**src/hw/dst_pkg.sv**
```systemverilog
/*
  Constants shared by the disk controller self-test block: register addresses,
  status count milestones, patterns and timing.
  Assumes a 40 MHz controller clock and 16-bit host data.
*/
package dst_pkg;

  // ==========================================================================
  // Register map
  localparam logic [15:0] ADDR_STATUS_COUNT = 16'hF804;
  localparam logic [15:0] ADDR_STATUS_WORD = 16'hF80E;
  localparam int BUSY_BIT = 15;

  // ==========================================================================
  // Status count milestones and patterns
  localparam logic [15:0] COUNT_RESET = 16'h0000;
  localparam logic [15:0] COUNT_PRE_SHORT = 16'h0010;
  localparam logic [15:0] COUNT_PRE_LONG = 16'h0013;
  localparam logic [15:0] COUNT_STEP = 16'h0001;
  localparam logic [15:0] LONG_PASS_VALUE = 16'hFF00;
  localparam logic [7:0] ERROR_LEFT_BYTE = 8'hFF;
  localparam logic [7:0] ERROR_FLAG_BYTE = 8'hFF;
  localparam logic [7:0] BYTE_ZERO = 8'h00;
  localparam logic [15:0] PATTERN_ONES = 16'hFFFF;
  localparam logic [15:0] PATTERN_ZEROS = 16'h0000;
  localparam logic [15:0] READ_ZERO = 16'h0000;

  // ==========================================================================
  // Timing
  localparam int CLK_HZ = 40_000_000;
  localparam int CMD_TIMER_MS = 100;
  localparam int DELAY_LOOP_MS = 150;
  localparam int CMD_TIMER_CYCLES = CMD_TIMER_MS * (CLK_HZ / 1000);
  localparam int DELAY_LOOP_CYCLES = DELAY_LOOP_MS * (CLK_HZ / 1000);
  localparam int CLOCK_LED_DIV_BITS = 4;

  typedef enum {
    DST_IDLE,
    DST_PRIOR,
    DST_DR_ONES,
    DST_DR_ONES_CHK,
    DST_RDY_CLR,
    DST_RDY_CLR_CHK,
    DST_DR_ZEROS,
    DST_DR_ZEROS_CHK,
    DST_RDY_RST,
    DST_RDY_RST_CHK,
    DST_TMR_LOOP,
    DST_TERMINATE,
    DST_ERROR
  } dst_state_t;

endpackage : dst_pkg

```
**src/hw/dst_if.sv**
```systemverilog
/*
  Carrier between the self-test sequencer and the tested unit holding the
  direct register, the ready-direct latch and the command timer.
  Assumes both ends run on the same clock.
*/
`timescale 1ns/100ps
interface dst_if;
  logic dr_load;
  logic [15:0] dr_wdata;
  logic [15:0] dr_q;
  logic rdy_reset;
  logic rdy_flag;
  logic tmr_run;
  logic tmr_expire;

  modport seq (
    output dr_load,
    output dr_wdata,
    input dr_q,
    output rdy_reset,
    input rdy_flag,
    output tmr_run,
    input tmr_expire
  );

  modport unit (
    input dr_load,
    input dr_wdata,
    output dr_q,
    input rdy_reset,
    output rdy_flag,
    input tmr_run,
    output tmr_expire
  );
endinterface : dst_if

```
**src/hw/dst_unit.sv**
```systemverilog
/*
  Direct register, ready-direct latch and command timer under test.
  Assumes the sequencer drives the seq modport on the same clock.
*/
`timescale 1ns/100ps
module dst_unit
  import dst_pkg::*;
#(
  parameter int TIMER_CYCLES = CMD_TIMER_CYCLES
) (
  // Clock and reset
  input wire logic clock,
  input wire logic reset,
  // Sequencer side
  dst_if.unit bus
);

  logic [15:0] dr_d, dr_q;
  logic rdy_d, rdy_q;
  logic [31:0] tmr_d, tmr_q;
  logic expire;

  // ==========================================================================
  // Next state
  always_comb begin
    dr_d = dr_q;
    rdy_d = rdy_q;
    expire = 1'b0;
    if (bus.dr_load) begin
      dr_d = bus.dr_wdata;
    end
    // A load sets the latch; a set in the same cycle as a reset wins.
    if (bus.dr_load) begin
      rdy_d = 1'b1;
    end else if (bus.rdy_reset) begin
      rdy_d = 1'b0;
    end
    tmr_d = 32'h0000_0000;
    if (bus.tmr_run) begin
      if (tmr_q == 32'(TIMER_CYCLES - 1)) begin
        expire = 1'b1;
      end else begin
        tmr_d = tmr_q + 32'h0000_0001;
      end
    end
  end

  // ==========================================================================
  // Registers
  always_ff @(posedge clock or posedge reset) begin
    if (reset) begin
      dr_q <= PATTERN_ZEROS;
      rdy_q <= 1'b0;
      tmr_q <= 32'h0000_0000;
    end else begin
      dr_q <= dr_d;
      rdy_q <= rdy_d;
      tmr_q <= tmr_d;
    end
  end

  assign bus.dr_q = dr_q;
  assign bus.rdy_flag = rdy_q;
  assign bus.tmr_expire = expire;

endmodule : dst_unit

```
**src/hw/dst_top.sv**
```systemverilog
/*
  Self-test sequencer and indicator logic of the cartridge disk controller.
  Assumes earlier test segments are run elsewhere and report pass or fail pulses,
  and that the host reads registers with a one-cycle read strobe.
*/
`timescale 1ns/100ps
module dst_top
  import dst_pkg::*;
#(
  parameter int TIMER_CYCLES = CMD_TIMER_CYCLES,
  parameter int DELAY_CYCLES = DELAY_LOOP_CYCLES
) (
  // Clock and reset
  input wire logic clock,
  input wire logic reset,
  // Host commands
  input wire logic io_reset_req,
  input wire logic cmd_start,
  input wire logic long_option_fitted,
  input wire logic int_clear,
  input wire logic timer_int_enable,
  // Earlier segments
  input wire logic seg_pass,
  input wire logic seg_fail,
  // Register read port
  input wire logic reg_rd,
  input wire logic [15:0] reg_addr,
  output logic [15:0] reg_rdata,
  output logic reg_ack,
  // Observation lines
  output logic [15:0] disk_addr_lines,
  output logic spare_sync_toggle_line,
  // Indicators
  output logic busy_led,
  output logic interrupt_led,
  output logic fault_led,
  output logic clock_led
);

  dst_if link ();

  dst_unit #(
    .TIMER_CYCLES(TIMER_CYCLES)
  ) u_unit (
    .clock(clock),
    .reset(reset),
    .bus(link.unit)
  );

  // ==========================================================================
  // State
  dst_state_t state_d, state_q;
  logic long_d, long_q;
  logic [15:0] count_d, count_q;
  logic [15:0] status_count_d, status_count_q;
  logic [7:0] flag_byte_d, flag_byte_q;
  logic [15:0] acc_d, acc_q;
  logic test_mode_d, test_mode_q;
  logic [31:0] delay_d, delay_q;
  logic fault_d, fault_q;
  logic int_d, int_q;
  logic spare_d, spare_q;
  logic [15:0] disk_addr_d, disk_addr_q;
  logic count_update;
  logic [15:0] pre_count;

  // ==========================================================================
  // Sequencer
  always_comb begin
    state_d = state_q;
    long_d = long_q;
    count_d = count_q;
    status_count_d = status_count_q;
    flag_byte_d = flag_byte_q;
    acc_d = acc_q;
    test_mode_d = test_mode_q;
    delay_d = delay_q;
    fault_d = fault_q;
    int_d = int_q;
    count_update = 1'b0;
    link.dr_load = 1'b0;
    link.dr_wdata = PATTERN_ZEROS;
    link.rdy_reset = 1'b0;
    link.tmr_run = 1'b0;
    pre_count = long_q ? COUNT_PRE_LONG : COUNT_PRE_SHORT;
    case (state_q)
      DST_IDLE: begin
        if ((io_reset_req && long_option_fitted) || cmd_start) begin
          long_d = io_reset_req && long_option_fitted;
          count_d = COUNT_RESET;
          fault_d = 1'b1;
          state_d = DST_PRIOR;
        end
      end
      DST_PRIOR: begin
        if (seg_fail) begin
          state_d = DST_ERROR;
        end else if (seg_pass) begin
          count_update = 1'b1;
          if (count_q + COUNT_STEP == pre_count) begin
            state_d = DST_DR_ONES;
          end
        end
      end
      DST_DR_ONES: begin
        link.dr_load = 1'b1;
        link.dr_wdata = PATTERN_ONES;
        acc_d = PATTERN_ONES;
        state_d = DST_DR_ONES_CHK;
      end
      DST_DR_ONES_CHK: begin
        if (link.dr_q == acc_q && link.rdy_flag) begin
          count_update = 1'b1;
          state_d = DST_RDY_CLR;
        end else begin
          state_d = DST_ERROR;
        end
      end
      DST_RDY_CLR: begin
        link.rdy_reset = 1'b1;
        state_d = DST_RDY_CLR_CHK;
      end
      DST_RDY_CLR_CHK: begin
        if (!link.rdy_flag) begin
          count_update = 1'b1;
          // Short test stops here and lets the command run.
          state_d = long_q ? DST_DR_ZEROS : DST_TERMINATE;
        end else begin
          state_d = DST_ERROR;
        end
      end
      DST_DR_ZEROS: begin
        link.dr_load = 1'b1;
        link.dr_wdata = PATTERN_ZEROS;
        acc_d = PATTERN_ZEROS;
        state_d = DST_DR_ZEROS_CHK;
      end
      DST_DR_ZEROS_CHK: begin
        state_d = (link.dr_q == acc_q) ? DST_RDY_RST : DST_ERROR;
      end
      DST_RDY_RST: begin
        link.rdy_reset = 1'b1;
        state_d = DST_RDY_RST_CHK;
      end
      DST_RDY_RST_CHK: begin
        if (!link.rdy_flag) begin
          test_mode_d = 1'b1;
          delay_d = 32'h0000_0000;
          state_d = DST_TMR_LOOP;
        end else begin
          state_d = DST_ERROR;
        end
      end
      DST_TMR_LOOP: begin
        link.tmr_run = 1'b1;
        // The interrupt routine only acts while test mode is up.
        if (link.tmr_expire && timer_int_enable && test_mode_q) begin
          test_mode_d = 1'b0;
        end
        if (delay_q == 32'(DELAY_CYCLES - 1)) begin
          state_d = test_mode_d ? DST_ERROR : DST_TERMINATE;
        end else begin
          delay_d = delay_q + 32'h0000_0001;
        end
      end
      DST_TERMINATE: begin
        fault_d = 1'b0;
        if (long_q) begin
          status_count_d = LONG_PASS_VALUE;
        end
        int_d = 1'b1;
        state_d = DST_IDLE;
      end
      DST_ERROR: begin
        // Fault stays lit so a failed test is visible on the board.
        if (long_q) begin
          status_count_d = {ERROR_LEFT_BYTE, count_q[7:0]};
        end else begin
          status_count_d = count_q;
        end
        flag_byte_d = ERROR_FLAG_BYTE;
        test_mode_d = 1'b0;
        int_d = 1'b1;
        state_d = DST_IDLE;
      end
      default: begin
        state_d = DST_IDLE;
      end
    endcase
    if (count_update) begin
      count_d = count_q + COUNT_STEP;
    end
    if (link.tmr_expire) begin
      fault_d = 1'b1;
    end
    // Clearing and raising in one cycle keeps the new interrupt.
    if (int_clear && !(state_q == DST_TERMINATE || state_q == DST_ERROR)) begin
      int_d = 1'b0;
    end
  end

  // ==========================================================================
  // Observation lines
  always_comb begin
    spare_d = spare_q;
    disk_addr_d = disk_addr_q;
    if (count_update) begin
      spare_d = ~spare_q;
      disk_addr_d = count_q + COUNT_STEP;
    end else if (state_q == DST_TERMINATE || state_q == DST_ERROR) begin
      disk_addr_d = status_count_d;
    end
  end

  always_ff @(posedge clock or posedge reset) begin
    if (reset) begin
      state_q <= DST_IDLE;
      long_q <= 1'b0;
      count_q <= COUNT_RESET;
      status_count_q <= COUNT_RESET;
      flag_byte_q <= BYTE_ZERO;
      acc_q <= PATTERN_ZEROS;
      test_mode_q <= 1'b0;
      delay_q <= 32'h0000_0000;
      fault_q <= 1'b0;
      int_q <= 1'b0;
      spare_q <= 1'b0;
      disk_addr_q <= COUNT_RESET;
    end else begin
      state_q <= state_d;
      long_q <= long_d;
      count_q <= count_d;
      status_count_q <= status_count_d;
      flag_byte_q <= flag_byte_d;
      acc_q <= acc_d;
      test_mode_q <= test_mode_d;
      delay_q <= delay_d;
      fault_q <= fault_d;
      int_q <= int_d;
      spare_q <= spare_d;
      disk_addr_q <= disk_addr_d;
    end
  end

  // ==========================================================================
  // Register read port
  logic [15:0] rdata_d, rdata_q;
  logic ack_d, ack_q;
  logic [15:0] status_word;

  always_comb begin
    status_word = {BYTE_ZERO, flag_byte_q};
    status_word[BUSY_BIT] = state_q != DST_IDLE;
    ack_d = reg_rd;
    rdata_d = READ_ZERO;
    if (reg_rd) begin
      case (reg_addr)
        ADDR_STATUS_COUNT: rdata_d = status_count_q;
        ADDR_STATUS_WORD: rdata_d = status_word;
        default: rdata_d = READ_ZERO;
      endcase
    end
  end

  always_ff @(posedge clock or posedge reset) begin
    if (reset) begin
      rdata_q <= READ_ZERO;
      ack_q <= 1'b0;
    end else begin
      rdata_q <= rdata_d;
      ack_q <= ack_d;
    end
  end

  // ==========================================================================
  // Clock indicator
  // A divided toggle keeps the lamp dim while running; a stopped clock freezes it.
  logic [CLOCK_LED_DIV_BITS-1:0] div_d, div_q;

  always_comb begin
    div_d = div_q + {{(CLOCK_LED_DIV_BITS-1){1'b0}}, 1'b1};
  end

  always_ff @(posedge clock or posedge reset) begin
    if (reset) begin
      div_q <= '0;
    end else begin
      div_q <= div_d;
    end
  end

  // ==========================================================================
  // Outputs
  assign reg_rdata = rdata_q;
  assign reg_ack = ack_q;
  assign disk_addr_lines = disk_addr_q;
  assign spare_sync_toggle_line = spare_q;
  assign busy_led = state_q != DST_IDLE;
  assign interrupt_led = int_q;
  assign fault_led = fault_q;
  assign clock_led = div_q[CLOCK_LED_DIV_BITS-1];

endmodule : dst_top

```
**config.mk**
```make
export PLATFORM = sky130hd
export DESIGN_NAME = dst_top
export DESIGN_NICKNAME = d
export VERILOG_FILES = /design/src/hw/dst_pkg.sv /design/src/hw/dst_if.sv /design/src/hw/dst_unit.sv /design/src/hw/dst_top.sv
export SDC_FILE = /design/constraint.sdc
export NUM_CORES = 1
export LEC_CHECK = 0
export ABC_AREA = 1
export BUFFER_PORTS_ARGS = -buffer_cell sky130_fd_sc_hd__buf_2
export CORE_ASPECT_RATIO = 2
export CORE_MARGIN = 2
export CORE_UTILIZATION = 30
export DETAILED_ROUTE_END_ITERATION = 10
export PLACE_DENSITY = 0.42
export RECOVER_POWER = 100
export SLEW_MARGIN = 20
export SYNTH_ARGS = -nofsm -noshare
export SYNTH_HDL_FRONTEND = slang
export SYNTH_HIERARCHICAL = 1
export SYNTH_SLANG_ARGS = --single-unit
export TNS_END_PERCENT = 1
```
**constraint.sdc**
```tcl
create_clock -name clock -period 4.4 [get_ports clock]
set_input_delay 1.1 -clock clock [delete_from_list [all_inputs] [get_ports clock]]
set_output_delay 1.1 -clock clock [all_outputs]
set_load 0.01 [all_outputs]
```
### Yosys cells after proc, flatten, opt, wreduce, memory -nomap -nowiden

Cells that the tools add are included.

| word-level totals | value |
|---|---|
| flip-flop bits (word level) | 204 |
| bits in latches | 0 |
| memory bits (writable) | 0 |
| ROM bits | 0 |
| input port bits | 26 |
| output and inout bits | 38 |
| word-level logic and storage cells | 129 |
| memories kept | 0 |

| cells by class | value |
|---|---|
| add/sub/neg operators | 4 |
| multiply operators | 0 |
| divide/modulo/power cells | 0 |
| magnitude comparators | 0 |
| eq/ne operators | 27 |
| shifts and indexed selects | 0 |
| mux-type cells | 51 |
| bitwise logic cells | 1 |
| reductions and logical operators | 28 |

Operators by type and width:

| operator | count |
|---|---|
| $pmux W32 S11 | 1 |
| $mux W32 | 9 |
| $eq A32 B4 Y1 const B | 5 |
| $mux W16 | 9 |
| $eq A32 B3 Y1 const B | 4 |
| $pmux W16 S2 | 3 |
| $add A32 B1 Y32 const B | 2 |
| $eq A32 B2 Y1 const B | 2 |
| $eq A32 B5 Y1 const B | 2 |
| $pmux W32 S2 | 1 |
| $eq A16 B16 Y1 const B | 2 |
| $eq A32 B1 Y1 const B | 1 |
| $eq A32 B22 Y1 const B | 1 |
| $eq A32 B23 Y1 const B | 1 |
| $logic_not A32 Y1 | 1 |
| $reduce_bool A32 Y1 | 1 |
| $mux W1 | 18 |
| $add A16 B1 Y16 const B | 1 |
| $eq A16 B16 Y1 | 1 |
| $eq A16 B5 Y1 | 1 |
| $reduce_bool A2 Y1 | 7 |
| $mux W4 | 3 |
| $mux W3 | 3 |
| $ne A3 B3 Y1 const B | 3 |
| other kinds (14) | 29 |

### Longest topological paths before layout

Gate-level depths: netlist of the first run.

| depth | value |
|---|---|
| depth in word-level cells | 10 |
| mapped depth | 14 |

### Hierarchy

The synthesis of the first run kept the hierarchy.

Modules (own cells, without submodules):

| module | times used | cells each | area each (sq um) | seq. area each (sq um) |
|---|---|---|---|---|
| dst_top | 1 | 800 | 6254.7 | 2802.7 |
| dst_unit | 1 | 363 | 2655.0 | 1226.2 |

### Worst setup path after synthesis of the first run

OpenSTA, ideal clock, no wires.

| path | value |
|---|---|
| kind | register to register |
| from | reg state_q[1] |
| to | reg state_q[2] |
| library setup time | 0.119 ns |
| arrival | 2.118 ns |
| data required time | 4.281 ns |
| slack | 2.163 ns |
| cell stages (with the launch flop) | 14 |
| buffers on the path | 2 |
| cells stage by stage | dfrtp_1 > inv_1 > nor2_1 > inv_2 > nor2_4 > buf_1 > buf_2 > clkinv_1 > nor2_1 > a21boi_0 > nand2_1 > nand4_1 > a21oi_1 > nor2_1 |

| on the way | value |
|---|---|
| cells in the longest elaborated chain, start to end | 10 |

RTL lines:

| element | line | text |
|---|---|---|
| from (decl) | dst_top.sv:52 | `dst_state_t state_d, state_q;` |
| from (signal assigned) | dst_top.sv:230 | `state_q <= state_d;` |
| $eq A32 B4 Y1 | dst_top.sv:86 | `case (state_q)` |
| $mux W1 | dst_top.sv:86 |  |
| via link.tmr_run | dst_if.sv:13 | `logic tmr_run;` |
| $mux W1 | dst_unit.sv:39 | `if (bus.tmr_run) begin` |
| via link.tmr_expire | dst_if.sv:14 | `logic tmr_expire;` |
| $logic_and A1 B1 Y1 (2 in series) | dst_top.sv:157 | `if (link.tmr_expire && timer_int_enable && test_mode_q) begin` |
| $mux W1 | dst_top.sv:157 |  |
| $mux W1 | dst_top.sv:86 |  |
| $mux W3 | dst_top.sv:161 | `state_d = test_mode_d ? DST_ERROR : DST_TERMINATE;` |
| $mux W32 | dst_top.sv:160 | `if (delay_q == 32'(DELAY_CYCLES - 1)) begin` |
| $pmux W32 S11 | dst_top.sv:86 |  |

The timed path passes the listed nets, and every way through them passes these cells. The select of a mux whose other input is x is not followed.
A chain may end at the register's enable or synchronous reset.

### Final worst setup path of the first run

| path | value |
|---|---|
| from | reg state_q[0] |
| to | reg count_q[10] |

| on the way | value |
|---|---|
| cells in the longest elaborated chain, start to end | 4 |

RTL lines:

| element | line | text |
|---|---|---|
| $eq A32 B3 Y1, or another cell as far along | dst_top.sv:86 |  |
| $pmux W1 S3 | dst_top.sv:86 |  |
| $reduce_bool A2 Y1 (no source line) | -- |  |
| $reduce_and A2 Y1 (no source line) | -- |  |
| to (signal assigned) | dst_top.sv:232 | `count_q <= count_d;` |
| to (decl) | dst_top.sv:54 | `logic [15:0] count_d, count_q;` |

Parallel ways exist; a longest one is shown, timed or not.

==> impl_metrics.csv, run 1 <==
group,metric,value,unit
yosys,ys.warnings.count,6,
critical_path,worstPathRequired,4.72,ns
power,internal_power,2.33,mW
job,max-cap-violations,2,
power,irDropWorstVdd,0.272,mV
cts,cts_max_level,4,
critical_path,timing.reg2reg.worst_path_depth,12,
power,power_leakage,4.64,nW
drt,drt_drc_violations_left,0,
floorplan,fp.dieW,126,um
grt,global_route.usage.total,0.183,
power,pwr-share-comb,0.017,
critical_path,timing.critical_path.max_delay_family,"simple AND/OR/NAND/NOR gates",
drt,dr_total_vias,7668,
placed_design,hpwl,21200,um
critical_path,crit_chain,"inv_1 > nor2_1 > inv_1 > nor2_1 > clkinv_1 > or2_0 > o21ai_0 > inv_4 > nand2_1 > nor2_4 > nand2_1 > nand2_1",
yosys,netlist.area_leader.share,0.452,
grt,antenna_found_initial,0,
status,failing_checks,"capacitance limit, slew limit",
cts,worst_skew_pair.late_latency,0.45,ns
cells_and_area,n_antenna_cell,0,
grt,grt_overflow_total,0,
drt,route.antenna.remaining_nets,0,
drt,drt_iter0_drc,342,
grt,number_of_global_route_vias_before_repair,7998,
critical_path,arrival,3.57,ns
critical_path,max_stage_delay,1.02,ns
grt,grt_pass1_wl,43300,um
timing,finalHoldViolCount,0,
drt,detail_route.wirelength,27400,um
power,power_frac_seq,0.488,
cells_and_area,finish.utilization,0.341,
floorplan,die_y,248,um
floorplan,num_rows,89,
yosys,synth.most_common_cell,"sky130_fd_sc_hd__nand2_1",
placed_design,placedCellCount,1573,
power,power.clock.fraction,0.495,
yosys,synth_sequential_area_ratio,0.452,
status,run_status,"finished with violations",
floorplan,initial_core_util,0.303,
hold_path,holdPathStages,1,
yosys,number_of_nets_produced_by_synthesis,1193,
hold_path,min_path_type,"reg2reg",
yosys,synth_largest_area_cell,"sky130_fd_sc_hd__dfrtp_1",
cts,worst_setup_hold_path_clk_slew,0.07,ns
power,power.switching,0.716,mW
cells_and_area,area_growth_from_synthesis_to_layout,12.4,%
floorplan,core_area,29400,um2
critical_path,crit_top_cell,"sky130_fd_sc_hd__nand2_1",
hold_path,holdCritStartpoint,"div_q[0]$_DFF_PP0_",
timing,setup_total_neg_slack,0,ns
cells_and_area,final_cell_count_no_fill,1605,
power,power.density_cell_area,304,nW/um2
timing,timing.final.crit_share,0.737,
drt,wl_per_cell,17.1,um
yosys,post_synth_main_area_contributors,"sky130_fd_sc_hd__dfrtp_1 45%, sky130_fd_sc_hd__nand2_1 14%, sky130_fd_sc_hd__nor2_1 5.9%",
critical_path,timing.critical_path.to_type,"flop",
critical_path,reg2reg_setup_slack,1.16,ns
yosys,synth_edf_count,0,
cells_and_area,n_fill_cell,3223,
critical_path,critPathSlowestCell,"sky130_fd_sc_hd__nand2_1",
cts,cts_resized,0,
timing,final_slew_viol_count,80,
drt,drtPass1Iterations,5,
grt,grt_max_degree,47,
placed_design,gpl.final_weighted_congestion,0.872,
timing,rsz0062_at_grt,"false",
critical_path,rr_startpoint,"state_q[0]$_DFFE_PP0P_",
critical_path,critical_path.max_fanout,18,
critical_path,cp.buffers_inverters,4,
critical_path,start_kind,"flop",
yosys,async_flop_share,1.00,
critical_path,path_class,"reg2reg",
cts,clock-root-buffer,"sky130_fd_sc_hd__clkbuf_16",
yosys,yosys.cell_types.count,44,
yosys,register_bit_count_reported_by_yosys,161,
timing,max_slew.worst_pin.slew,2.14,ns
yosys,synth_area,8910,um2
cells_and_area,fin_nets,1258,
floorplan,boundaryPins,64,
yosys,postSynthAreaPerCell,7.66,um2
cts,maximum_buffer_depth_of_the_clock_tree,2,
cts,postCtsSetupBuffers,0,
cells_and_area,final_layout_size_suffix_gt1_frac,0.0919,
yosys,synth_flop_cell,"sky130_fd_sc_hd__dfrtp_1",
placed_design,port_buffers,63,
timing,skew,0.0105,ns
cts,clkSinkCount,161,
cts,cts_tree,"done",
power,power.total,3.04,mW
floorplan,total_die_area,31200,um2
drt,route.detailed.vias_per_inst,4.78,
yosys,post_synth_inst_count,1163,
cts,cts-hold-fix-buffers,0,
power,p_sw_frac,0.235,
cts,cts_inserted_buffers,17,
timing,slew_headroom,-0.435,
timing,timing.fmax,308,MHz
hold_path,worstHoldEndpoint,"div_q[0]$_DFF_PP0_",
critical_path,worst_r2r_endpoint,"count_q[10]$_DFFE_PP0P_",
timing,finalWorstPathRequiredPeriod,3.24,ns
yosys,synth_common_cells,"335 x sky130_fd_sc_hd__nand2_1, 161 x sky130_fd_sc_hd__dfrtp_1, 140 x sky130_fd_sc_hd__nor2_1",
timing,setup_viol,0,
==> worst max-delay path by stage <==
stage	depth (start not counted)	slack, ns	endpoint	startpoint
2_1_floorplan	1	0.34	acc_q[14]$_DFFE_PP0P_	reset
3_5_place_dp	7	1.16	reg_rdata[1]$_DFF_PP0_	reg_addr[10]
6_report	12	1.16	count_q[10]$_DFFE_PP0P_	state_q[0]$_DFFE_PP0P_
5_1_grt	12	0.82	count_q[9]$_DFFE_PP0P_	state_q[0]$_DFFE_PP0P_
3_3_place_gp	7	1.19	reg_rdata[2]$_DFF_PP0_	reg_addr[10]
4_1_cts	5	1.49	busy_led	state_q[0]$_DFFE_PP0P_
==> layout by cell type (no fill, tap or decap), types with 8 or more instances in the layout <==
| cell type | synthesis | layout |
|---|---|---|
| sky130_fd_sc_hd__a21oi_1 | 20 | 20 |
| sky130_fd_sc_hd__buf_2 | 7 | 23 |
| sky130_fd_sc_hd__clkbuf_1 | 13 | 44 |
| sky130_fd_sc_hd__clkbuf_16 | 0 | 17 |
| sky130_fd_sc_hd__dfrtp_1 | 161 | 161 |
| sky130_fd_sc_hd__inv_1 | 120 | 124 |
| sky130_fd_sc_hd__nand2_1 | 335 | 337 |
| sky130_fd_sc_hd__nand2_4 | 15 | 14 |
| sky130_fd_sc_hd__nand3_1 | 70 | 80 |
| sky130_fd_sc_hd__nand4_1 | 34 | 34 |
| sky130_fd_sc_hd__nor2_1 | 140 | 142 |
| sky130_fd_sc_hd__nor2_2 | 11 | 11 |
| sky130_fd_sc_hd__nor2_4 | 14 | 12 |
| sky130_fd_sc_hd__nor3_1 | 29 | 29 |
| sky130_fd_sc_hd__nor4_1 | 10 | 10 |
| sky130_fd_sc_hd__o21ai_0 | 57 | 68 |
| sky130_fd_sc_hd__o32ai_1 | 8 | 8 |
| sky130_fd_sc_hd__xnor2_1 | 9 | 9 |
| sky130_fd_sc_hd__xor2_1 | 28 | 28 |
==> final cells by class <==
cell class / instances / area [um2] / share of cell area
clock inverter: 12 / 123 / 0.0122
inverter: 137 / 518 / 0.0517
clock buffer: 20 / 467 / 0.0466
timing repair buffer: 71 / 305 / 0.0305
sequential: 161 / 4030 / 0.402
multi-input combinational: 840 / 4120 / 0.411
tap: 364 / 455 / 0.0455
==> per-stage QoR <==
stage          hold WS (ns)  setup WS (ns)  instance area [um2]
2_1_floorplan         0.422          0.341                 8910
3_3_place_gp          0.438           1.19                 9610
3_5_place_dp          0.441           1.16                 9610
4_1_cts               0.451           1.49                10200
5_1_grt               0.478          0.824                10000
6_report              0.446           1.16                10000
==> power by group through the flow <==
stage | clock network (mW) | registers [mW] | logic, mW
floorplan | 0 | 1.51 | 0.0298
global placement | 0 | 1.51 | 0.0582
detailed placement | 0 | 1.51 | 0.0582
CTS | 1.56 | 1.48 | 0.0582
global route | 1.62 | 1.48 | 0.0618
finish | 1.51 | 1.49 | 0.0519
==> sequential cells by signal (all words and copies together), names as in the netlist, 4 cells and up <==
name and flops:
u_unit/bus.dr_q 16, reg_rdata 16, disk_addr_lines 16, status_count_q 16, u_unit/tmr_q 32, state_q 4, delay_q 32, count_q 16
div_q 4
==> cells by family after synthesis <==
logic type | synth area share
AOI/OAI and AO/OA | 0.0709
xor gates and xnor gates | 0.0364
adders and majority gates | 0.00562
buffers and inverters | 0.0734
DFF | 0.452
and+or+nand+nor | 0.361
==> layer usage <==
metal / GRT usage / share of wire
met1: 0.172 / 0.36
met2: 0.376 / 0.58
met3: 0.0300 / 0.022
met4: 0.0805 / 0.038
met5: 0 / 0
==> worst reg2reg max path, stage by stage (launching register included) <==
cell and delay [ns]:
sky130_fd_sc_hd__dfrtp_1 0.44, sky130_fd_sc_hd__inv_1 0.07, sky130_fd_sc_hd__nor2_1 0.17, sky130_fd_sc_hd__inv_1 0.09, sky130_fd_sc_hd__nor2_1 0.15, sky130_fd_sc_hd__clkinv_1 0.10, sky130_fd_sc_hd__or2_0 0.24, sky130_fd_sc_hd__o21ai_0 0.16
sky130_fd_sc_hd__inv_4 0.18, sky130_fd_sc_hd__nand2_1 1.02, sky130_fd_sc_hd__nor2_4 0.30, sky130_fd_sc_hd__nand2_1 0.15, sky130_fd_sc_hd__nand2_1 0.06
Power figures use the tool's default switching activity.
==> run 2, diff against run 1 <==
--- a/config.mk
+++ b/config.mk
@@ -11,7 +11,7 @@
 export CORE_MARGIN = 2
 export CORE_UTILIZATION = 30
 export DETAILED_ROUTE_END_ITERATION = 10
-export PLACE_DENSITY = 0.42
+export PLACE_DENSITY = 0.44
 export RECOVER_POWER = 100
 export SLEW_MARGIN = 20
 export SYNTH_ARGS = -nofsm -noshare
==> constraint.sdc (replaced) <==
create_clock -name clock -period 2.85 [get_ports clock]
set_input_delay 0.7125 -clock clock [delete_from_list [all_inputs] [get_ports clock]]
set_output_delay 0.7125 -clock clock [all_outputs]
set_load 0.01 [all_outputs]
==> run 2 against run 1 <==
Net effect: the run still ends with capacitance limit, slew limit left; worst setup slack got worse by 0.81 ns; die area did not move; sequential power rose by 54%; first-iteration DRC count fell by 12%; final cell count rose by 0.69%; largest cell class unchanged; non-clock buffer count rose by 11; routed wire length rose by 1.0%; global-route usage rose by 0.16 points; critical endpoint is now count_q[1]$_DFFE_PP0P_; register-to-register slack got worse by 0.81 ns.
==> impl_metrics.csv, run 2 (synthesis results as in run 1) <==
group,metric,value,unit
timing,slew_headroom,-0.00122,
cts,cts-hold-fix-buffers,0,
cts,postCtsSetupBuffers,0,
drt,drtPass1Iterations,5,
status,run_status,"finished with violations",
cts,worst_skew_pair.late_latency,0.44,ns
power,p_sw_frac,0.226,
grt,grt_max_degree,51,
timing,finalHoldViolCount,0,
timing,setup_viol,0,
cts,cts_resized,0,
grt,grt_overflow_total,0,
floorplan,num_rows,89,
placed_design,gpl.final_weighted_congestion,0.912,
drt,route.antenna.remaining_nets,0,
timing,rsz0062_at_grt,"false",
critical_path,timing.critical_path.to_type,"flop",
cts,clock-root-buffer,"sky130_fd_sc_hd__clkbuf_16",
power,power.clock.fraction,0.508,
power,power_frac_seq,0.473,
floorplan,initial_core_util,0.303,
critical_path,worstPathRequired,3.23,ns
grt,global_route.usage.total,0.184,
power,internal_power,3.75,mW
floorplan,fp.dieW,126,um
timing,timing.final.crit_share,0.879,
cells_and_area,reg_top3,"delay_q (32), u_unit/tmr_q (32)",
critical_path,reg2reg_setup_slack,0.34,ns
power,power.switching,1.10,mW
cells_and_area,area_growth_from_synthesis_to_layout,14.2,%
hold_path,holdCritStartpoint,"reg_rd",
job,max-cap-violations,1,
drt,dr_total_vias,7792,
floorplan,core_area,29400,um2
drt,detail_route.wirelength,27700,um
floorplan,die_y,248,um
cells_and_area,finish.utilization,0.346,
grt,antenna_found_initial,0,
cts,worst_setup_hold_path_clk_slew,0.07,ns
hold_path,holdPathStages,1,
cells_and_area,fin_nets,1269,
cells_and_area,final_layout_size_suffix_gt1_frac,0.109,
critical_path,start_kind,"flop",
status,failing_checks,"capacitance limit, slew limit",
placed_design,hpwl,21400,um
critical_path,critical_path.max_fanout,18,
critical_path,arrival,2.88,ns
timing,max_slew.worst_pin.slew,1.50,ns
cts,clkSinkCount,161,
timing,setup_total_neg_slack,0,ns
drt,route.detailed.vias_per_inst,4.82,
power,power_leakage,4.68,nW
drt,drt_iter0_drc,301,
grt,number_of_global_route_vias_before_repair,8074,
cells_and_area,layout_common_cells,"338 x sky130_fd_sc_hd__nand2_1, 161 x sky130_fd_sc_hd__dfrtp_1, 144 x sky130_fd_sc_hd__nor2_1, 121 x sky130_fd_sc_hd__inv_1, 70 x sky130_fd_sc_hd__nand3_1",
drt,drt_drc_violations_left,0,
cts,cts_tree,"done",
timing,final_slew_viol_count,37,
critical_path,worst_r2r_endpoint,"count_q[1]$_DFFE_PP0P_",
cts,cts_max_level,4,
timing,skew,0.0140,ns
floorplan,total_die_area,31200,um2
cells_and_area,n_antenna_cell,0,
timing,finalWorstPathRequiredPeriod,2.51,ns
timing,timing.fmax,399,MHz
cts,maximum_buffer_depth_of_the_clock_tree,2,
grt,grt_pass1_wl,43900,um
placed_design,port_buffers,63,
hold_path,min_path_type,"in2reg",
hold_path,worstHoldEndpoint,"reg_ack$_DFF_PP0_",
power,irDropWorstVdd,0.407,mV
critical_path,path_class,"reg2reg",
drt,wl_per_cell,17.1,um
critical_path,rr_startpoint,"state_q[0]$_DFFE_PP0P_",
floorplan,boundaryPins,64,
power,pwr-share-comb,0.019,
critical_path,timing.reg2reg.worst_path_depth,12,
cells_and_area,final_common_cell,"sky130_fd_sc_hd__nand2_1",
cts,cts_inserted_buffers,17,
cells_and_area,n_fill_cell,3162,
power,power.density_cell_area,476,nW/um2
## run 2: changes by cell type in the layout (fill, tap and decap cells not counted), moves of 3 or more
| cell | previous run | this run |
|---|---|---|
| sky130_fd_sc_hd__o31ai_1 | 4 | 1 |
| sky130_fd_sc_hd__inv_1 | 124 | 121 |
| sky130_fd_sc_hd__buf_4 | 2 | 8 |
| sky130_fd_sc_hd__o21ai_0 | 68 | 65 |
| sky130_fd_sc_hd__nand3_1 | 80 | 70 |
| sky130_fd_sc_hd__o31ai_2 | 1 | 4 |
| sky130_fd_sc_hd__nand3_2 | 1 | 11 |
| sky130_fd_sc_hd__inv_2 | 6 | 10 |
| sky130_fd_sc_hd__clkbuf_1 | 44 | 47 |
## run 2: cell type report
| class | instances | area, um2 | share of cell area |
|---|---|---|---|
| sequential | 161 | 4030 | 0.396 |
| clock inverter | 13 | 175 | 0.0172 |
| inverter | 137 | 518 | 0.0509 |
| clock buffer | 19 | 453 | 0.0445 |
| multi-input combinational | 840 | 4170 | 0.410 |
| tap | 364 | 455 | 0.0448 |
| timing repair buffer | 82 | 372 | 0.0365 |
## run 2: power by group through the flow
stage	combinational (mW)	clock, mW	sequential, mW
after floorplan	0.0463	0	2.33
after global placement	0.106	0	2.33
after detailed placement	0.107	0	2.33
after CTS	0.107	2.55	2.29
after global routing	0.109	2.63	2.29
final	0.0927	2.46	2.29
## run 2: worst max-delay path: stages (launching register included)
cell and delay [ns]:
sky130_fd_sc_hd__dfrtp_1 0.46, sky130_fd_sc_hd__inv_2 0.10, sky130_fd_sc_hd__nor2_4 0.04, sky130_fd_sc_hd__inv_2 0.06
sky130_fd_sc_hd__nor2_1 0.06, sky130_fd_sc_hd__inv_2 0.06, sky130_fd_sc_hd__or2_1 0.14, sky130_fd_sc_hd__o21ai_2 0.08
sky130_fd_sc_hd__inv_4 0.19, sky130_fd_sc_hd__nand2_2 0.48, sky130_fd_sc_hd__nor2_4 0.58, sky130_fd_sc_hd__nand2_1 0.11
sky130_fd_sc_hd__nand2_1 0.08
## run 2: how the worst max path moves through the flow
stage	startpoint	endpoint	slack, ns	depth (start not counted)
after floorplan	state_q[1]$_DFFE_PP0P_	state_q[2]$_DFFE_PP0P_	0.61	13
after global placement	reg_addr[10]	reg_rdata[4]$_DFF_PP0_	0.54	8
after detailed placement	reg_addr[10]	reg_rdata[3]$_DFF_PP0_	0.56	8
after CTS	state_q[0]$_DFFE_PP0P_	busy_led	0.36	5
after global routing	state_q[3]$_DFFE_PP0P_	state_q[0]$_DFFE_PP0P_	0.14	11
final	state_q[0]$_DFFE_PP0P_	count_q[1]$_DFFE_PP0P_	0.34	12
## run 2: routing by layer
metal	GRT usage	up-vias	share of wire
li1	-	3891	-
met1	0.176	3687	0.35
met2	0.371	154	0.58
met3	0.0334	60	0.028
met4	0.0892	0	0.044
met5	0	-	0
## run 2: per-stage QoR
step	area, um2	hold WS, ns	worst slack [ns]	instances	power [mW]
floorplan	8910	0.422	0.613	1163	2.38
global placement	9720	0.438	0.536	1584	2.44
detailed placement	9720	0.450	0.565	1584	2.44
CTS	10300	0.329	0.364	1616	4.94
global route	10200	0.372	0.136	1616	5.03
finish	10200	0.394	0.344	1616	4.84
